--- src/design/mcel_cfg.svh ---
`ifndef MCEL_CFG_SVH
`define MCEL_CFG_SVH

// register byte offsets on the bus
`define MCEL_OFS_FIRST_FAT    8'h98
`define MCEL_OFS_NEXT_FAT     8'h9c
`define MCEL_OFS_FIRST_NF     8'ha0
`define MCEL_OFS_NEXT_NF      8'ha4
`define MCEL_OFS_MASK         8'ha8

// flag field widths and channel index field position
`define MCEL_FAT_W            3
`define MCEL_NF_W             25
`define MCEL_IDX_LSB          28
`define MCEL_IDX_W            2

// fatal flag positions
`define MCEL_FAT_THERMAL_BIT  2

// position of each class inside the mask register
`define MCEL_FAT_MASK_LSB     0
`define MCEL_NF_MASK_LSB      3

// mask reset value and writable bits (bit 15 and 31:28 reserved)
`define MCEL_MASK_RST         32'h0fff7fff
`define MCEL_MASK_WR          32'h0fff7fff

// non-fatal bits that hardware may set (12 and 22:19 never)
`define MCEL_NF_HW_MASK       25'h187efff

`endif

--- src/design/mcel_pkg.sv ---
package mcel_pkg;

    // bus slave states, one-hot
    typedef enum logic [1:0] {
        MCEL_IDLE = 2'h1,
        MCEL_ACK  = 2'h2
    } mcel_bus_state_t;

    // complete state of the top module
    typedef struct packed {
        mcel_bus_state_t state;    // bus slave state
        logic            waitreq;  // avalon waitrequest
        logic [31:0]     rdata;    // avalon readdata
        logic [31:0]     mask;     // error mask, sticky
    } mcel_top_st_t;

endpackage : mcel_pkg

--- src/design/mcel_log.sv ---
`timescale 1ns/1ps
`default_nettype none

// first/next error log pair of one severity class
module mcel_log #(
    parameter int W  = 3,
    parameter int IW = 2
) (
    input  wire logic          mclk,
    input  wire logic          rst_por,
    input  wire logic          ce,
    input  wire logic          any,
    input  wire logic [W-1:0]  win_flag,
    input  wire logic [IW-1:0] win_idx,
    input  wire logic [W-1:0]  rest,
    input  wire logic [W-1:0]  all_or,
    input  wire logic [W-1:0]  clr_first,
    input  wire logic [W-1:0]  clr_next,
    output logic [W-1:0]       first,
    output logic [IW-1:0]      idx,
    output logic [W-1:0]       next
);

    typedef struct packed {
        logic [W-1:0]  first;  // single captured flag
        logic [IW-1:0] idx;    // channel of the captured flag
        logic [W-1:0]  next;   // accumulated later errors
    } mcel_log_st_t;

    mcel_log_st_t cur;
    mcel_log_st_t next_st;
    logic [W-1:0] kept;

    // write-one-clear with set winning; capture only into an empty first log
    always_comb begin
        next_st = cur;
        kept    = cur.first & ~clr_first;
        if ((kept == '0) && any) begin
            next_st.first = win_flag;
            next_st.idx   = win_idx;
            next_st.next  = (cur.next & ~clr_next) | rest;
        end else begin
            next_st.first = kept;
            next_st.next  = (cur.next & ~clr_next) | all_or;
        end
    end

    // sticky storage, cleared only by power-on reset or a write-one-clear
    always_ff @(posedge mclk) begin
        if (rst_por) begin
            cur <= '0;
        end else if (ce) begin
            cur <= next_st;
        end
    end

    assign first = cur.first;
    assign idx   = cur.idx;
    assign next  = cur.next;
endmodule : mcel_log

`default_nettype wire

--- src/design/mcel_pick.sv ---
`timescale 1ns/1ps
`default_nettype none

// picks the winning error among all channels: lowest channel, then highest bit
module mcel_pick #(
    parameter int NCH = 4,
    parameter int W   = 3,
    parameter int IW  = 2
) (
    input  wire logic [NCH*W-1:0] evt,
    output logic                  any,
    output logic [W-1:0]          win_flag,
    output logic [IW-1:0]         win_idx,
    output logic [W-1:0]          rest,
    output logic [W-1:0]          all_or
);

    // one-hot of the highest set bit
    function automatic logic [W-1:0] hi_bit(input logic [W-1:0] v);
        logic [W-1:0] r;
        r = '0;
        for (int b = 0; b < W; b++) begin
            if (v[b]) begin
                r = '0;
                r[b] = 1'b1;
            end
        end
        return r;
    endfunction : hi_bit

    // scan channels in ascending order, first busy channel wins
    always_comb begin
        any      = 1'b0;
        win_flag = '0;
        win_idx  = '0;
        rest     = '0;
        all_or   = '0;
        for (int c = 0; c < NCH; c++) begin
            all_or = all_or | evt[c*W +: W];
            if (!any && (|evt[c*W +: W])) begin
                any      = 1'b1;
                win_flag = hi_bit(evt[c*W +: W]);
                win_idx  = IW'(c);
            end
        end
        // everything except the winner itself goes to the next-error log
        for (int c = 0; c < NCH; c++) begin
            if (any && (win_idx == IW'(c))) begin
                rest = rest | (evt[c*W +: W] & ~win_flag);
            end else begin
                rest = rest | evt[c*W +: W];
            end
        end
    end

endmodule : mcel_pick

`default_nettype wire

--- src/design/mcel_top.sv ---
// Our own choice: the Avalon-MM interface to the registers.
`timescale 1ns/1ps
`default_nettype none

`include "mcel_cfg.svh"

module mcel_top
    import mcel_pkg::*;
#(
    parameter int NUM_BRANCH      = 2,  // memory branches
    parameter int CHAN_PER_BRANCH = 2   // channels in each branch
) (
    input  wire logic                     mclk,
    input  wire logic                     rst,
    input  wire logic                     rst_por,
    input  wire logic                     ce,
    input  wire logic [NUM_BRANCH*CHAN_PER_BRANCH*`MCEL_FAT_W-1:0] fatal_evt,
    input  wire logic [NUM_BRANCH*CHAN_PER_BRANCH*`MCEL_NF_W-1:0]  nonfatal_evt,
    input  wire logic [7:0]               avs_address,
    input  wire logic                     avs_read,
    input  wire logic                     avs_write,
    input  wire logic [31:0]              avs_writedata,
    input  wire logic [3:0]               avs_byteenable,
    output logic [31:0]                   avs_readdata,
    output logic                          avs_waitrequest
);

    localparam int NCH = NUM_BRANCH * CHAN_PER_BRANCH;  // total channels
    localparam int FW  = `MCEL_FAT_W;                   // fatal flag width
    localparam int NW  = `MCEL_NF_W;                    // non-fatal flag width
    localparam int IW  = `MCEL_IDX_W;                   // channel index width

    // the index field cannot name more than four channels; refused at elaboration
    if ((NUM_BRANCH < 1) || (CHAN_PER_BRANCH < 1) || (NCH > (1 << IW))) begin : g_bad_cfg
        $error("unsupported branch or channel count");
    end

    mcel_top_st_t cur;       // registered state
    mcel_top_st_t next_st;   // next state

    // events after masking, per channel
    logic [NCH*FW-1:0] fat_gated;
    logic [NCH*NW-1:0] nf_gated;

    // priority pick results, fatal class
    logic              fat_any;
    logic [FW-1:0]     fat_win;
    logic [IW-1:0]     fat_widx;
    logic [FW-1:0]     fat_rest;
    logic [FW-1:0]     fat_all;

    // priority pick results, non-fatal class
    logic              nf_any;
    logic [NW-1:0]     nf_win;
    logic [IW-1:0]     nf_widx;
    logic [NW-1:0]     nf_rest;
    logic [NW-1:0]     nf_all;

    // log contents
    logic [FW-1:0]     fat_first;
    logic [IW-1:0]     fat_idx;
    logic [FW-1:0]     fat_next;
    logic [NW-1:0]     nf_first;
    logic [IW-1:0]     nf_idx;
    logic [NW-1:0]     nf_next;

    // write-one-clear strobes toward the logs
    logic [FW-1:0]     fat_clr_first;
    logic [FW-1:0]     fat_clr_next;
    logic [NW-1:0]     nf_clr_first;
    logic [NW-1:0]     nf_clr_next;

    // bus helpers
    logic [4:0]        sel;
    logic [31:0]       be_bits;
    logic [31:0]       wr_ones;

    // channel c is branch (c / CHAN_PER_BRANCH), so ascending c is branch-major order
    genvar g;
    generate
        for (g = 0; g < NCH; g++) begin : g_gate
            // fatal: mask bit one blocks the source
            assign fat_gated[g*FW +: FW] = fatal_evt[g*FW +: FW]
                & ~cur.mask[`MCEL_FAT_MASK_LSB +: FW];
            // non-fatal: also drop bits hardware never sets
            assign nf_gated[g*NW +: NW] = nonfatal_evt[g*NW +: NW]
                & ~cur.mask[`MCEL_NF_MASK_LSB +: NW]
                & `MCEL_NF_HW_MASK;
        end
    endgenerate

    // fatal class priority: lowest channel first, then highest bit
    mcel_pick #(
        .NCH (NCH),
        .W   (FW),
        .IW  (IW)
    ) u_pick_fat (
        .evt      (fat_gated),
        .any      (fat_any),
        .win_flag (fat_win),
        .win_idx  (fat_widx),
        .rest     (fat_rest),
        .all_or   (fat_all)
    );

    // non-fatal class priority, same ordering
    mcel_pick #(
        .NCH (NCH),
        .W   (NW),
        .IW  (IW)
    ) u_pick_nf (
        .evt      (nf_gated),
        .any      (nf_any),
        .win_flag (nf_win),
        .win_idx  (nf_widx),
        .rest     (nf_rest),
        .all_or   (nf_all)
    );

    // fatal first/next logs
    mcel_log #(
        .W  (FW),
        .IW (IW)
    ) u_log_fat (
        .mclk      (mclk),
        .rst_por   (rst_por),
        .ce        (ce),
        .any       (fat_any),
        .win_flag  (fat_win),
        .win_idx   (fat_widx),
        .rest      (fat_rest),
        .all_or    (fat_all),
        .clr_first (fat_clr_first),
        .clr_next  (fat_clr_next),
        .first     (fat_first),
        .idx       (fat_idx),
        .next      (fat_next)
    );

    // non-fatal first/next logs; channel number kept for the first flag only
    mcel_log #(
        .W  (NW),
        .IW (IW)
    ) u_log_nf (
        .mclk      (mclk),
        .rst_por   (rst_por),
        .ce        (ce),
        .any       (nf_any),
        .win_flag  (nf_win),
        .win_idx   (nf_widx),
        .rest      (nf_rest),
        .all_or    (nf_all),
        .clr_first (nf_clr_first),
        .clr_next  (nf_clr_next),
        .first     (nf_first),
        .idx       (nf_idx),
        .next      (nf_next)
    );

    // address decode, one-hot over the five registers
    function automatic logic [4:0] reg_sel(input logic [7:0] a);
        logic [4:0] s;
        s = 5'h00;
        case (a)
            `MCEL_OFS_FIRST_FAT: s = 5'h01;
            `MCEL_OFS_NEXT_FAT:  s = 5'h02;
            `MCEL_OFS_FIRST_NF:  s = 5'h04;
            `MCEL_OFS_NEXT_NF:   s = 5'h08;
            `MCEL_OFS_MASK:      s = 5'h10;
            default:             s = 5'h00;
        endcase
        return s;
    endfunction : reg_sel

    // read word for a decoded register; unmapped reads as zero
    function automatic logic [31:0] read_word(input logic [4:0] s);
        logic [31:0] r;
        r = 32'h0;
        if (s[0]) begin
            r[FW-1:0] = fat_first;
            r[`MCEL_IDX_LSB +: IW] = fat_idx;
        end
        if (s[1]) begin
            r[FW-1:0] = fat_next;
        end
        if (s[2]) begin
            r[NW-1:0] = nf_first;
            r[`MCEL_IDX_LSB +: IW] = nf_idx;
        end
        if (s[3]) begin
            r[NW-1:0] = nf_next;
        end
        if (s[4]) begin
            r = cur.mask;
        end
        return r;
    endfunction : read_word

    assign sel     = reg_sel(avs_address);
    assign be_bits = {{8{avs_byteenable[3]}}, {8{avs_byteenable[2]}},
                      {8{avs_byteenable[1]}}, {8{avs_byteenable[0]}}};
    assign wr_ones = avs_writedata & be_bits;

    // bus slave: request seen in idle, waitrequest low for one cycle, write acts then
    always_comb begin
        next_st       = cur;
        fat_clr_first = '0;
        fat_clr_next  = '0;
        nf_clr_first  = '0;
        nf_clr_next   = '0;
        case (cur.state)
            MCEL_IDLE: begin
                // accept a request and prepare the answer
                if (avs_read || avs_write) begin
                    next_st.state   = MCEL_ACK;
                    next_st.waitreq = 1'b0;
                    next_st.rdata   = avs_read ? read_word(sel) : 32'h0;
                end
            end
            MCEL_ACK: begin
                // the master samples waitrequest low at this edge
                next_st.state   = MCEL_IDLE;
                next_st.waitreq = 1'b1;
                if (avs_write) begin
                    // write one clears a flag, zero leaves it
                    if (sel[0]) begin
                        fat_clr_first = wr_ones[FW-1:0];
                    end
                    if (sel[1]) begin
                        fat_clr_next = wr_ones[FW-1:0];
                    end
                    if (sel[2]) begin
                        nf_clr_first = wr_ones[NW-1:0];
                    end
                    if (sel[3]) begin
                        nf_clr_next = wr_ones[NW-1:0];
                    end
                    // mask is plain read/write on its defined bits
                    if (sel[4]) begin
                        next_st.mask = ((cur.mask & ~be_bits) | wr_ones)
                            & `MCEL_MASK_WR;
                    end
                end
            end
            default: begin
                // illegal code: return to idle with the bus stalled
                next_st.state   = MCEL_IDLE;
                next_st.waitreq = 1'b1;
            end
        endcase
    end

    // warm reset clears the bus side only; mask survives like the flags
    always_ff @(posedge mclk) begin
        if (rst_por) begin
            cur <= '{state: MCEL_IDLE, waitreq: 1'b1, rdata: 32'h0,
                     mask: `MCEL_MASK_RST};
        end else if (rst) begin
            cur <= '{state: MCEL_IDLE, waitreq: 1'b1, rdata: 32'h0,
                     mask: cur.mask};
        end else if (ce) begin
            cur <= next_st;
        end
    end

    // outputs straight from the state flops
    assign avs_readdata    = cur.rdata;
    assign avs_waitrequest = cur.waitreq;
endmodule : mcel_top

`default_nettype wire

--- config.mk ---
export PLATFORM = sky130hd
export DESIGN_NAME = mcel_top
export DESIGN_NICKNAME = d
export VERILOG_FILES = /design/src/design/mcel_pkg.sv /design/src/design/mcel_log.sv /design/src/design/mcel_pick.sv /design/src/design/mcel_top.sv
export VERILOG_INCLUDE_DIRS = /design/src /design/src/design
export SDC_FILE = /design/constraint.sdc
export NUM_CORES = 1
export LEC_CHECK = 0
export ABC_AREA = 1
export BUFFER_PORTS_ARGS = -buffer_cell sky130_fd_sc_hd__buf_2
export CORE_MARGIN = 3
export CORE_UTILIZATION = 40
export CTS_CLUSTER_SIZE = 24
export DETAILED_ROUTE_END_ITERATION = 10
export GPL_ROUTABILITY_DRIVEN = 0
export PLACE_DENSITY = 0.7
export SLEW_MARGIN = 20
export SYNTH_ARGS = -nofsm -noshare
export SYNTH_HDL_FRONTEND = slang
export SYNTH_SLANG_ARGS = --single-unit
--- constraint.sdc ---
create_clock -name mclk -period 4.4 [get_ports mclk]
set_clock_uncertainty 0.05 [all_clocks]
set_input_delay 0.44 -clock mclk [delete_from_list [all_inputs] [get_ports mclk]]
set_output_delay 0.44 -clock mclk [all_outputs]
set_load 0.02 [all_outputs]
# --- Yosys cells after proc, flatten, opt, wreduce, memory -nomap -nowiden ---
# Cells that the tools add are included.
totals:
  ff_bits: 122
  inputBits: 162
  out_inout_bits: 33
  wordCells: 269
classes:
  n_reduce_logical: 41
  n_eq_ne: 14
  bitwise_logic: 55
  n_mux: 149
ops:
  columns: ["cell", "n"]
  rows:
  - ["$mux 25", 40]
  - ["$or 25x25->25", 11]
  - ["$and 25x25->25", 10]
  - ["$not 25->25", 4]
  - ["$mux 3", 27]
  - ["$reduce_or 20->1", 4]
  - ["$mux 24", 3]
  - ["$mux 19", 3]
  - ["$and 28x28->28", 2]
  - ["$mux 18", 3]
  - ["$mux 17", 3]
  - ["$mux 16", 3]
  - ["$mux 15", 3]
  - ["$mux 14", 3]
  - ["$eq 8x8->1 const B", 5]
  - ["$mux 12", 3]
  - ["$mux 35", 1]
  - ["$mux 11", 3]
  - ["$or 3x3->3", 11]
  - ["$mux 32", 1]
  - ["$and 3x3->3", 10]
  - ["$mux 10", 3]
  - ["$mux 30", 1]
  - ["$not 28->28", 1]
  - ["26 further kinds", 101]

# --- Longest topological paths before layout ---
# Gate-level depths: netlist of the first run.
depth:
  ltp_word: 37
  ltp_mapped: 20
  mapped_depth_nobuf: 19

# --- Modules after synthesis ---
# From an unflattened synthesis of the first run, not the netlist that was laid out.
unflattened:
  hier_cells: 2198
  hier_area_um2: 11974.0
modules_own_cells:
  columns: ["module", "cells_per_inst", "instances", "seq_area_each_um2", "area_per_inst_um2"]
  rows:
  - ["mcel_top", 752, 1, 1181.1, 4279.1]
  - ["mcel_pick at u_pick_nf", 848, 1, 0.0, 4026.4]
  - ["mcel_log at u_log_nf", 473, 1, 1041.0, 2937.8]
  - ["mcel_log at u_log_fat", 61, 1, 160.2, 402.9]
  - ["mcel_pick at u_pick_fat", 64, 1, 0.0, 327.8]

# --- Worst setup path after synthesis of the first run ---
# OpenSTA, ideal clock, no wires.
synth_timing:
  path_type: "input port to flip-flop"
  start: "in avs_address[1]"
  end: "reg u_log_nf.cur, in the netlist u_log_nf.next[17]"
  required_time_ns: 4.218
  n_path_buf: 3
  slack_ns: 2.193
  setup_time_ns: 0.132
  t_arrival_ns: 2.024
  cell_stages: 17
  cell_sequence: "nor2_4 > nand2_1 > nor2_2 > buf_6 > buf_6 > nand3_1 > nand2_1 > nand2_1 > nor2_1 > nand2_1 > nor2_4 > nand2_4 > buf_6 > nor2_2 > nand3_1 > o21ai_1 > a21oi_1"
synth_between:
  elab_chain_cells: 10
  elab_cells_between_ends: 21
  classes_between: "eq/ne: 5; mux: 8; bitwise: 6; reduce/logical: 2"
synth_lines:
  columns: ["item", "line_no", "text"]
  rows:
  - ["start: declaration", "mcel_top.sv:19", "input wire logic [7:0] avs_address,"]
  - ["$eq 8x8->1", "mcel_top.sv:164", "case (a)"]
  - ["$pmux 5 s5 *", "mcel_top.sv:164", null]
  - ["$mux 25", "mcel_top.sv:232", "if (sel[2]) begin"]
  - ["$mux 25", "mcel_top.sv:224", "if (avs_write) begin"]
  - ["$mux 25", "mcel_top.sv:211", "case (cur.state)"]
  - ["$not 25->25", "mcel_log.sv:37", "kept = cur.first & ~clr_first;"]
  - ["$and 25x25->25", "mcel_log.sv:37", null]
  - ["$logic_not 25->1", "mcel_log.sv:38", "if ((kept == '0) && any) begin"]
  - ["$logic_and 1x1->1", "mcel_log.sv:38", null]
  - ["$mux 25 *", "mcel_log.sv:38", null]
  - ["end signal: assignment", "mcel_log.sv:53", "cur <= next_st;"]
  - ["end: declaration", "mcel_log.sv:30", "mcel_log_st_t cur;"]
# Mark *: on every way between the ends. The rest lies on a longest branch, timed or not.
# A chain may end at the register's enable or synchronous reset.

# --- Final worst setup path of the first run ---
layout_timing:
  start: "reg cur[65] in the netlist's numbering"
  end: "reg u_log_nf.cur, in the netlist u_log_nf.next[2]"
layout_between:
  elab_chain_cells: 7
  elab_cells_between_ends: 12
  classes_between: "eq/ne: 1; mux: 3; bitwise: 6; reduce/logical: 2"
layout_lines:
  columns: ["item", "line_no", "text"]
  rows:
  - ["start: declaration", "mcel_top.sv:38", "mcel_top_st_t cur;"]
  - ["start signal: assignment", "mcel_top.sv:256", "cur <= '{state: MCEL_IDLE, waitreq: 1'b1, rdata: 32'h0,"]
  - ["start signal: assignment", "mcel_top.sv:259", "cur <= '{state: MCEL_IDLE, waitreq: 1'b1, rdata: 32'h0,"]
  - ["start signal: assignment", "mcel_top.sv:262", "cur <= next_st;"]
  - ["$eq 2x2->1 *", "mcel_top.sv:211", null]
  - ["$mux 25", "mcel_top.sv:211", null]
  - ["$not 25->25", "mcel_log.sv:37", null]
  - ["$and 25x25->25", "mcel_log.sv:37", null]
  - ["$logic_not 25->1", "mcel_log.sv:38", null]
  - ["$logic_and 1x1->1", "mcel_log.sv:38", null]
  - ["$mux 25 *", "mcel_log.sv:38", null]
# Marked as above.

==> results of run 1 <==
[routing by layer]
metal  track usage  vias to the layer above  routed length (um)
met5             0                        -                   0
met1         0.392                     4939               14600
met4        0.0913                        0                1010
li1              -                     5303                   -
met3        0.0536                       73                4310
met2         0.401                      693               14300
[how the worst min path moves through the flow]
stage                           start                 to  slack, ns  cells after the start
detailed placement  u_log_nf.next[20]  u_log_nf.next[20]       0.38                      2
global route        avs_writedata[25]               flop       0.21                      3
CTS                 avs_writedata[25]               flop       0.18                      3
finish              avs_writedata[25]               flop       0.18                      3
floorplan           u_log_nf.next[12]  u_log_nf.next[12]       0.37                      2
global placement    u_log_nf.next[21]  u_log_nf.next[21]       0.37                      2
[stage by stage]
step / worst slack [ns] / area (um2) / total power [mW] / std cells / hold WS (ns)
final: 1.12 / 10500 / 2.63 / 1937 / 0.181
after global routing: 0.894 / 10500 / 2.71 / 1937 / 0.205
after CTS: 1.19 / 10500 / 2.63 / 1937 / 0.178
after detailed placement: 1.03 / 9940 / 1.31 / 1906 / 0.379
after global placement: 1.08 / 9940 / 1.31 / 1906 / 0.374
after floorplan: 2.19 / 9170 / 1.21 / 1532 / 0.366
[cells in the final DEF (no fill, tap or decap), drive strengths merged, types with 2 or more instances in the layout]
| cell | n |
|---|---|
| nor2 | 151 |
| o21bai | 4 |
| dfxtp | 119 |
| o22ai | 12 |
| nand4 | 42 |
| nand2 | 457 |
| a21oi | 74 |
| conb | 2 |
| a221oi | 15 |
| a311oi | 5 |
| nor4 | 8 |
| clkinv | 8 |
| o211ai | 16 |
| clkinvlp | 4 |
| nand3 | 119 |
| o221ai | 23 |
| nor3 | 39 |
| buf | 180 |
| o21ai | 72 |
| o2111ai | 5 |
| clkbuf | 18 |
| nand3b | 8 |
| a31oi | 15 |
| o31ai | 33 |
| bufinv | 2 |
| inv | 218 |
[cells by family (layout without fill, tap and decap cells)]
| kind of cell | after synthesis | count (layout) | synth area share |
|---|---|---|---|
| and+or+nand+nor | 826 | 826 | 0.400 |
| buffers and inverters | 305 | 430 | 0.146 |
| AOI/OAI and AO/OA | 280 | 280 | 0.194 |
| DFF | 119 | 119 | 0.260 |
| other | 1 | 2 | 0.000409 |
[report_power, final]
part	switching [mW]	leakage (nW)	internal, mW
Sequential	0.00566	0.962	1.09
Combinational	0.130	4.22	0.0693
Clock	0.503	0.273	0.839
[area by class of cell]
class / count / area, um2
Fill cell: 2353 / 11700
Multi-Input combinational cell: 1108 / 5450
Sequential cell: 119 / 2380
Timing Repair Buffer: 180 / 931
Inverter: 219 / 822
Clock buffer: 18 / 439
Tap cell: 280 / 350
Clock inverter: 13 / 133
[worst reg2reg max path: stages (launching register included)]
cell                      delay (ns)
sky130_fd_sc_hd__dfxtp_1        0.32
sky130_fd_sc_hd__inv_1          0.08
sky130_fd_sc_hd__nand3_1        0.16
sky130_fd_sc_hd__inv_1          0.48
sky130_fd_sc_hd__buf_4          0.30
sky130_fd_sc_hd__nand3_1        0.09
sky130_fd_sc_hd__nand2_1        0.17
sky130_fd_sc_hd__nand2_1        0.07
sky130_fd_sc_hd__nor2_1         0.08
sky130_fd_sc_hd__nand2_1        0.11
sky130_fd_sc_hd__nor2_2         0.21
sky130_fd_sc_hd__nand2_4        0.22
sky130_fd_sc_hd__nor2_2         0.34
sky130_fd_sc_hd__nand2_1        0.09
sky130_fd_sc_hd__nand2_1        0.07
sky130_fd_sc_hd__nand3_1        0.12
sky130_fd_sc_hd__nand2_1        0.10
sky130_fd_sc_hd__a21oi_1        0.07
==> run summary, run 1 <==
The area fraction of the dominant cell type after synthesis was 0.260. The die covers 24,800 um2. After clock tree synthesis, the clock-pin slew on the worst setup and hold paths is 0.06 ns.

The cell area that synthesis handed to floorplanning was 9170 um2. The worst-case IR drop observed on VDD is 250 uV. The post-route fraction of the period consumed by the critical path is 0.747. The tools report the clock root buffer as sky130_fd_sc_hd__clkbuf_16. The run gives 0.260 as the sequential element share of the synthesized area. The core region is 22,200 um2. The share of cells above drive strength 1 is 0.170. The run finished with clean final reports. The signed area change from the synthesized netlist to the final layout is 14.6%.

The number of enable-type register cells in the synthesized netlist came out at 0. The tools report the nature of the critical path endpoint as a flop. The wire length of the first global-routing pass was 53.1 mm. For the number of different library cells in the post-synthesis netlist, the log shows 43. The start of the worst register-to-register path was cur[65]. The first-pass iteration count of the detailed router was 6.

Final critical-path required period: 3.28 ns. The leakage power summed over all cells is 5.46 nW. The logs give 2 for the deepest clock path buffer count and 0 for the post-cts sizing count. In this run the worst setup path terminates at u_log_nf.next[2].

The overall routing resource usage is 0.271, and the final count of hold timing violations is 0. Once the clock tree was built, the setup fixing pass inserted 0 buffers. Setup violations remaining at the end of the flow were counted as 0. The cell accounting for the most synthesized area was sky130_fd_sc_hd__dfxtp_1. Hold buffer count at CTS: 0. The initial core utilization was 0.414. Share of flip-flops with an asynchronous set or reset: 0. TritonCTS built the clock tree.

After routing, the total negative slack on setup checks comes to 0 ns. The most numerous cell type found on the critical path is sky130_fd_sc_hd__nand2_1. The logs give 1.12 ns for the setup slack on the worst flop-to-flop path and 1,531 for the number of cells produced by synthesis. The run gives 17 as the number of clock buffers inserted by TritonCTS. Tracing the worst setup path back leads to its startpoint at cur[65].

The max-slew headroom at the worst pin was 0.320. STA puts the critical path data required time at 4.61 ns. The final layout contains routed wiring with a total length of 34.2 mm. The number of antenna violations at the first check in global routing is 0. Among all stages on the critical path, the largest delay is contributed by sky130_fd_sc_hd__inv_1.

The number of buffers and inverters on the critical path is 3. Power density of the placed cells: 251 nW/um2. The critical path goes through inv_1 > nand3_1 > inv_1 > buf_4 > nand3_1 > nand2_1 > nand2_1 > nor2_1 > nand2_1 > nor2_2 > nand2_4 > nor2_2 > nand2_1 > nand2_1 > nand3_1 > nand2_1 > a21oi_1. The die is 157 um wide. In the post-synthesis netlist, the cell with the most instances is sky130_fd_sc_hd__nand2_1.

Family of cells with the greatest summed delay on the critical path: simple AND/OR/NAND/NOR gates. The run gives 50 as the pin count of the biggest net entering global routing. The floorplan has 54 rows.

In the synthesized netlist, the cells that appear most often are 439 x sky130_fd_sc_hd__nand2_1, 201 x sky130_fd_sc_hd__inv_1, 124 x sky130_fd_sc_hd__nor2_1, 119 x sky130_fd_sc_hd__dfxtp_1, 114 x sky130_fd_sc_hd__nand3_1. For the worst-skew pair, the clock arrives at the later sink with an insertion delay of 0.42 ns. In this run the vertical extent of the chip is 157 um. For the number of DRC violations after detailed-routing iteration 0, the log shows 1,652. After synthesis, the cell types taking the most area are sky130_fd_sc_hd__dfxtp_1 26%, sky130_fd_sc_hd__nand2_1 18%, sky130_fd_sc_hd__inv_1 8.2%. The run gives 0 as the number of diodes.

The nature of the critical path startpoint is a flop. Setup repair after global routing left no endpoint under its margin. Each instance of the synthesized netlist takes up on average 5.99 um2. In this run, synthesis produced a sequential element count of 119. For this run, the top clock speed supported by timing is 304 MHz.

After global routing the overflow that remains totals 0. Count of pins on the block boundary: 195. For the pin with the worst max-slew slack, the measured transition is 1.02 ns.

The peak per-stage delay on the critical path was 0.48 ns; the number of warnings issued by yosys was 0. The critical path is of the reg2reg type. The number of buffers added on ports came out at 168. The tightest min-delay check is of the in2reg type.

The number of sinks handled by clock tree synthesis was 119; the detailed-placement wirelength estimate was 26.6 mm. For the H-tree level count, the log shows 4. The final net count came out at 1,807. Across the run, the number of max-cap violations was 0. Mean routed wirelength per cell: 17.7 um.

The logs give 0 for the number of routed nets with antenna violations and 0 for the total count of max-transition violations in the final report. After detailed routing, the number of remaining DRC violations is 0. In this run the critical register-to-register path is captured at u_log_nf.next[2]. In the synthesized netlist the dominant register cell turns out to be sky130_fd_sc_hd__dfxtp_1. The cell depth of the worst setup path works out to 17. The ratio of routed vias to standard cells came out at 5.68. The cell depth of the worst flop-to-flop path is 17. Data arrival at the endpoint of the critical path: 3.49 ns.

The final route contains 11,000 vias. Of all nets on the critical path, the largest fanout is 22. The via count of the first global-routing pass was 9,826; the utilization after layout was 0.474.
Note: power is estimated with default switching activity, not from simulation.
==> run 2, diff against run 1 <==
==> constraint.sdc (replaced) <==
create_clock -name mclk -period 3.1 [get_ports mclk]
set_clock_uncertainty 0.05 [all_clocks]
set_input_delay 0.31 -clock mclk [delete_from_list [all_inputs] [get_ports mclk]]
set_output_delay 0.31 -clock mclk [all_outputs]
set_load 0.02 [all_outputs]
==> run summary, run 2 (synthesis results as in run 1) <==
The run finished with clean final reports. Power density of the placed cells: 355 nW/um2 (was 251 nW/um2). The end of the worst register-to-register path is u_log_nf.next[3] (was u_log_nf.next[2]). The largest fanout on the critical path is 10 (was 22), and the multi-input logic area is 5450 um2 (unchanged).

For the setup slack on the worst flop-to-flop path, the log shows 0.20 ns (was 1.12 ns). The cell depth of the worst flop-to-flop path works out to 13 (was 17). The logs give 2,328 (was 2,353) for the filler cell count and 9,935 (was 9,826) for the via count of the first global-routing pass. The aggregate global routing overflow was 0 (unchanged); the transition time at the pin with the least slew margin was 1.00 ns (was 1.02 ns).

The deepest clock path buffer count is 2 (unchanged), and the hold buffer count at CTS is 0 (unchanged). The worst hold margin was 0.0641 ns (was 0.181 ns); the signed area change from the synthesized netlist to the final layout was 17.1% (was 14.6%). The run gives 50 (unchanged) as the pin count of the biggest net entering global routing.

Setup repair after global routing left no endpoint under its margin. The critical path class was reg2reg (unchanged). The internal power summed over all cells is 2.93 mW (was 1.99 mW).

For the final net count, the log shows 1,834 (was 1,807). For the overall die area, the log shows 24,800 um2 (unchanged). The post-cts sizing count is 0 (unchanged). The tools report the number of diodes as 0 (unchanged). The nature of the critical path startpoint is a flop (unchanged).

The run gives 4 (unchanged) as the H-tree level count. The number of setup violations in the final report is 0 (unchanged), and the first-pass iteration count of the detailed router is 6 (unchanged). Clock root buffer: sky130_fd_sc_hd__clkbuf_16 (unchanged). The die extent in x came out at 157 um (unchanged). For the buffers inserted during post-CTS setup optimization, the log shows 0 (unchanged). TritonCTS built the clock tree. The tools report the end point of the critical path as u_log_nf.next[3] (was u_log_nf.next[2]).

The ratio of routed vias to standard cells is 5.68 (about the same), and the clock-pin transition on the worst setup and hold timing paths is 0.06 ns (about the same). The most common cell after layout, fill and taps aside was sky130_fd_sc_hd__nand2_1 (unchanged). Sequential cell area in the final layout: 2380 um2 (unchanged).

The DRC violation count after routing is 0 (unchanged). The max-slew headroom at the worst pin is 0.330 (was 0.320). The tools report the max capacitance violation total as 0 (unchanged). The class of the worst hold path was in2reg (unchanged). The overall routing resource usage was 0.273 (was 0.271); the final critical-path required period was 2.90 ns (was 3.28 ns).

The part of the total power dissipated in sequential elements is 0.407 (was 0.415). The run gives 54 (unchanged) as the site row count. Share of cells above drive strength 1: 0.182 (was 0.170). Commonest cells after routing, fill and taps aside: 439 x sky130_fd_sc_hd__nand2_1, 201 x sky130_fd_sc_hd__inv_1, 168 x sky130_fd_sc_hd__buf_2 (unchanged).

The post-route fraction of the period consumed by the critical path is 0.936 (was 0.747). Number of DRC violations after detailed-routing iteration 0: 1,529 (was 1,652). The combinational group share of total power was 0.075 (was 0.076); the detailed-placement wirelength estimate was 27.5 mm (was 26.6 mm). Total count of max-transition violations in the final report: 0 (unchanged).

For the worst path required time, the log shows 3.32 ns (was 4.61 ns). The number of antenna violations at the first check in global routing is 0 (unchanged), and the switching power is 0.875 mW (was 0.639 mW). The mean routed wirelength per cell came out at 17.8 um (was 17.7 um).

The vertical die dimension came out at 157 um (unchanged). The wire length of the first global-routing pass came out at 53.4 mm (was 53.1 mm). The logs give 0.41 ns (was 0.42 ns) for the later-pin clock latency in the skew report and 119 (unchanged) for the number of sinks handled by clock tree synthesis. Initial core utilization: 0.414 (unchanged). The nature of the critical path endpoint was a flop (unchanged).

The logs give 195 (unchanged) for the count of pins on the block boundary and 0 ns (unchanged) for the total negative setup slack. The tools report the clock group share of total power as 0.517 (was 0.510). For the placeable core area, the log shows 22,200 um2 (unchanged). The total via count in the routed design is 11,200 (was 11,000). The achievable frequency is 345 MHz (was 304 MHz).

The number of buffers added on ports is 168 (unchanged), and the leakage power summed over all cells is 5.61 nW (was 5.46 nW). Data arrival at the endpoint of the critical path: 3.12 ns (was 3.49 ns). The logs give 34.9 mm (was 34.2 mm) for the routed wire length and 344 uV (was 250 uV) for the peak supply drop. The number of routed nets with antenna violations was 0 (unchanged); the share of total power consumed by net switching was 0.230 (was 0.243).

The logs give 0 (unchanged) for the final count of hold timing violations and 17 (unchanged) for the number of clock buffers inserted by TritonCTS.
## run 2: cell types whose count changed in the layout (fill, tap and decap cells not counted)
cell,before,now
sky130_fd_sc_hd__clkbuf_1,0,2
sky130_fd_sc_hd__bufinv_16,2,3
sky130_fd_sc_hd__buf_4,12,38
sky130_fd_sc_hd__clkinvlp_4,4,1
sky130_fd_sc_hd__clkinv_2,5,6
sky130_fd_sc_hd__buf_12,0,1
sky130_fd_sc_hd__clkinv_4,2,0
sky130_fd_sc_hd__clkbuf_8,1,2
## run 2: worst min path at each step
| stage | from | endpoint | cells after the start |
|---|---|---|---|
| after floorplan | u_log_nf.next[12] | u_log_nf.next[12] | 2 |
| after global placement | u_log_nf.next[21] | u_log_nf.next[21] | 2 |
| after detailed placement | u_log_nf.next[12] | u_log_nf.next[12] | 2 |
| after CTS | avs_writedata[25] | flop | 3 |
| after global routing | avs_writedata[25] | flop | 3 |
| final | avs_writedata[25] | flop | 3 |
## run 2: layout make-up
type	count	share of cell area
clock buffers	21	0.0429
flip-flops and latches	119	0.222
clock inverters	10	0.0119
inverters	219	0.0765
well taps	280	0.0326
multi-input cells	1108	0.508
repair buffers	207	0.107
## run 2: through the flow
stage | area, um2 | power (mW) | setup WS, ns | instances | utilization
floorplan | 9170 | 1.71 | 0.938 | 1532 | -
global route | 10700 | 3.92 | 0.0203 | 1964 | 0.485
global placement | 10200 | 1.86 | 0.308 | 1933 | 0.458
finish | 10700 | 3.81 | 0.199 | 1964 | 0.485
CTS | 10700 | 3.82 | 0.309 | 1964 | 0.485
detailed placement | 10200 | 1.86 | 0.260 | 1933 | 0.458
## run 2: routing by layer
metal | vias up | share of wire | global-route usage
met5 | - | 0 | 0
met4 | 0 | 0.027 | 0.0839
met3 | 80 | 0.13 | 0.0539
met2 | 739 | 0.41 | 0.408
met1 | 4983 | 0.43 | 0.396
li1 | 5357 | - | -
## run 2: worst max-delay path, stage by stage (launching register included)
cell,delay (ns)
sky130_fd_sc_hd__dfxtp_1,0.32
sky130_fd_sc_hd__inv_2,0.11
sky130_fd_sc_hd__nand2_1,0.18
sky130_fd_sc_hd__nand2_2,0.11
sky130_fd_sc_hd__nor2_2,0.25
sky130_fd_sc_hd__nand2_2,0.16
sky130_fd_sc_hd__nor2_4,0.21
sky130_fd_sc_hd__nand2_1,0.33
sky130_fd_sc_hd__o21ai_0,0.38
sky130_fd_sc_hd__a21oi_1,0.06
sky130_fd_sc_hd__o21ai_0,0.29
sky130_fd_sc_hd__nand3_1,0.12
sky130_fd_sc_hd__nand2_1,0.10
sky130_fd_sc_hd__a21oi_1,0.07
## run 2: power by group through the flow
stage	logic [mW]	clock network, mW	registers [mW]
CTS	0.282	1.99	1.55
floorplan	0.131	0	1.58
detailed placement	0.280	0	1.58
global route	0.313	2.06	1.55
global placement	0.279	0	1.58
finish	0.287	1.97	1.55
==> run 3, diff against run 2 <==
--- a/config.mk
+++ b/config.mk
@@ -8,12 +8,14 @@
 export LEC_CHECK = 0
 export ABC_AREA = 1
 export BUFFER_PORTS_ARGS = -buffer_cell sky130_fd_sc_hd__buf_2
+export CELL_PAD_IN_SITES_DETAIL_PLACEMENT = 0
+export CELL_PAD_IN_SITES_GLOBAL_PLACEMENT = 1
 export CORE_MARGIN = 3
-export CORE_UTILIZATION = 40
+export CORE_UTILIZATION = 38
 export CTS_CLUSTER_SIZE = 24
 export DETAILED_ROUTE_END_ITERATION = 10
 export GPL_ROUTABILITY_DRIVEN = 0
-export PLACE_DENSITY = 0.7
+export PLACE_DENSITY = 0.89
 export SLEW_MARGIN = 20
 export SYNTH_ARGS = -nofsm -noshare
 export SYNTH_HDL_FRONTEND = slang
==> run summary, run 3 (synthesis results as in run 1) <==
The flow ran to the end, and the final reports show no timing, DRC or antenna violations. The DRC violation count after routing came out at 0 (unchanged). Nature of the critical path endpoint: a flop (unchanged).

The filler cell count is 2,564 (was 2,328), and the number of DRC violations after detailed-routing iteration 0 is 1,341 (was 1,529). The cell at the slowest stage of the critical path is sky130_fd_sc_hd__dfxtp_1 (was sky130_fd_sc_hd__o21ai_0). TritonCTS built the clock tree. The number of sinks handled by clock tree synthesis came out at 119 (unchanged). The count of pins on the block boundary was 195 (unchanged). The end of the worst register-to-register path is u_log_nf.next[0] (was u_log_nf.next[3]). The peak per-stage delay on the critical path works out to 0.34 ns (was 0.38 ns). The tools report the cell area after placement as 10,300 um2 (was 10,200 um2).

The tools report the least setup slack across all paths after layout as 0.239 ns (was 0.199 ns). The number of buffers added on ports was 168 (unchanged); the post-route fraction of the period consumed by the critical path was 0.923 (was 0.936). The run gives 5450 um2 (unchanged) as the multi-input logic area. The clock-pin transition on the worst setup and hold timing paths was 0.06 ns (about the same); the number of clock buffers inserted by TritonCTS was 17 (unchanged). The fraction of met2 tracks used by global routing is 0.418 (was 0.408), and the worst hold path cell count is 3 (unchanged). The met3 track demand over resource in global routing came out at 0.0646 (was 0.0539). The aggregate global routing overflow came out at 0 (unchanged). Most common cell after layout, fill and taps aside: sky130_fd_sc_hd__nand2_1 (unchanged). The later-pin clock latency in the skew report was 0.41 ns (about the same); the initial core utilization was 0.388 (was 0.414). The die extent in x was 161 um (was 157 um).

The via count of the first global-routing pass came out at 10,300 (was 9,935). The overall die area was 26,000 um2 (was 24,800 um2). The buffers inserted during post-CTS setup optimization is 0 (unchanged), and the ratio of routed vias to standard cells is 5.51 (was 5.68).

The run gives 3.09 ns (was 3.12 ns) as the data arrival at the endpoint of the critical path. Worst setup slack after placement: 0.293 ns (was 0.260 ns). The H-tree level count is 4 (unchanged), and the setup slack on the worst flop-to-flop path is 0.24 ns (was 0.20 ns). The share of cells above drive strength 1 was 0.185 (was 0.182); the number of routed nets with antenna violations was 0 (unchanged).

The overall routing resource usage came out at 0.272 (was 0.273). The tools report the nature of the critical path startpoint as a flop (unchanged). The final count of hold timing violations is 0 (unchanged), and the count of buffer and inverter cells on the critical path is 2 (was 1). The run gives 5.67 nW (was 5.61 nW) as the leakage power summed over all cells. The run gives 2 (unchanged) as the deepest clock path buffer count. Critical path class: reg2reg (unchanged). For the final net count, the log shows 1,842 (was 1,834).

The busiest layer in global routing is met2 (unchanged). The class of the worst hold path was in2reg (unchanged). Family of cells with the greatest summed delay on the critical path: simple AND/OR/NAND/NOR gates (unchanged). The beginning of the worst hold path is avs_writedata[26] (was avs_writedata[25]). The vertical die dimension is 161 um (was 157 um). The total negative setup slack came out at 0 ns (unchanged). The first-pass iteration count of the detailed router was 9 (was 6). Final critical-path required period: 2.86 ns (was 2.90 ns).

The mean routed wirelength per cell was 18.0 um (was 17.8 um). The tools report the number of diodes as 0 (unchanged). The run gives 50 (unchanged) as the pin count of the biggest net entering global routing. Achievable frequency: 350 MHz (was 345 MHz).

The signed area change from the synthesized netlist to the final layout came out at 19.0% (was 17.1%). The tools report the met1 track demand over resource as 0.381 (was 0.396). Cell depth of the worst flop-to-flop path: 14 (was 13). Setup repair after global routing left no endpoint under its margin. The peak supply drop was 366 uV (was 344 uV); the power density of the placed cells was 364 nW/um2 (was 355 nW/um2). The wire length of the first global-routing pass was 56.0 mm (was 53.4 mm); the hold buffer count at CTS was 0 (unchanged).

The worst hold margin came out at 0.0733 ns (was 0.0641 ns). The placeable core area is 23,600 um2 (was 22,200 um2). Commonest cells after routing, fill and taps aside: 439 x sky130_fd_sc_hd__nand2_1, 201 x sky130_fd_sc_hd__inv_1, 168 x sky130_fd_sc_hd__buf_2 (unchanged). The sequential cell area in the final layout was 2380 um2 (unchanged). Clock root buffer: sky130_fd_sc_hd__clkbuf_16 (unchanged).

Site row count: 56 (was 54). The logs give 3.32 ns (about the same) for the worst path required time and 0 (unchanged) for the total count of max-transition violations in the final report. Worst-path cell chain: inv_2 > nand2_1 > nand2_1 > nor3_1 > nand2_1 > nor2_2 > nand3_2 > nor2_2 > buf_12 > nand3_2 > o21ai_0 > nand3_1 > nand2_1 > a21oi_1 (was inv_2 > nand2_1 > nand2_2 > nor2_2 > nand2_2 > nor2_4 > nand2_1 > o21ai_0 > a21oi_1 > o21ai_0 > nand3_1 > nand2_1 > a21oi_1). The routed wire length was 36.3 mm (was 34.9 mm). The post-route cell area was 10,900 um2 (was 10,700 um2). Cell occurring most often along the worst timing path: sky130_fd_sc_hd__nand2_1 (unchanged). The run gives 0 (unchanged) as the max capacitance violation total. For the number of setup violations in the final report, the log shows 0 (unchanged). The largest fanout on the critical path is 20 (was 10), and the transition time at the pin with the least slew margin is 1.02 ns (was 1.00 ns). The max-slew headroom at the worst pin came out at 0.317 (was 0.330).

Post-cts sizing count: 0 (unchanged). The run gives 11,100 (was 11,200) as the total via count in the routed design. The number of antenna violations at the first check in global routing is 0 (unchanged).

For the detailed-placement wirelength estimate, the log shows 28.7 mm (was 27.5 mm).
==> run 3: cell types whose count changed in the layout (fill, tap and decap cells not counted), sizes merged <==
cell    before  now
clkbuf      21   24
bufinv       3    4
buf        207  215
clkinv       7    4
==> run 3: worst max-delay path by stage <==
stage	startpoint	cells after the start	endpoint
3_5_place_dp	avs_address[1]	17	u_log_nf.next[17]
5_1_grt	flop	17	u_log_nf.next[1]
2_1_floorplan	cur[65]	16	u_log_nf.next[17]
3_3_place_gp	avs_address[6]	16	u_log_nf.next[17]
4_1_cts	flop	17	u_log_nf.next[1]
6_report	flop	14	u_log_nf.next[0]
==> run 3: report_power, final <==
| part | internal [mW] | total [mW] | switching (mW) | leakage (nW) |
|---|---|---|---|---|
| Sequential | 1.54 | 1.55 | 0.00751 | 0.962 |
| Clock | 1.43 | 2.14 | 0.708 | 0.310 |
| Combinational | 0.0999 | 0.290 | 0.190 | 4.40 |
==> run 3: layout make-up <==
class | count | area share
multi-input cells | 1108 | 0.500
well taps | 319 | 0.0366
clock inverters | 8 | 0.0131
clock buffers | 24 | 0.0451
inverters | 219 | 0.0754
repair buffers | 215 | 0.112
flip-flops and latches | 119 | 0.218
==> run 3: metrics by stage <==
stage               power, mW  cells   util
global placement         1.86   1980  0.435
global route             4.08   2012  0.462
CTS                      3.96   2012  0.462
floorplan                1.71   1532      -
detailed placement       1.87   1980  0.435
finish                   3.97   2012  0.462
==> run 3: worst reg2reg max path, cell delays in order, from the launching register on <==
cell,delay [ns]
sky130_fd_sc_hd__dfxtp_1,0.34
sky130_fd_sc_hd__inv_2,0.10
sky130_fd_sc_hd__nand2_1,0.17
sky130_fd_sc_hd__nand2_1,0.14
sky130_fd_sc_hd__nor3_1,0.32
sky130_fd_sc_hd__nand2_1,0.12
sky130_fd_sc_hd__nor2_2,0.21
sky130_fd_sc_hd__nand3_2,0.14
sky130_fd_sc_hd__nor2_2,0.17
sky130_fd_sc_hd__buf_12,0.18
sky130_fd_sc_hd__nand3_2,0.17
sky130_fd_sc_hd__o21ai_0,0.31
sky130_fd_sc_hd__nand3_1,0.17
sky130_fd_sc_hd__nand2_1,0.10
sky130_fd_sc_hd__a21oi_1,0.06
==> run 3: per-layer routing <==
layer | share of wire | vias to the layer above
met5 | 0 | -
met4 | 0.023 | 0
met3 | 0.11 | 64
met2 | 0.42 | 629
met1 | 0.44 | 5015
li1 | - | 5384
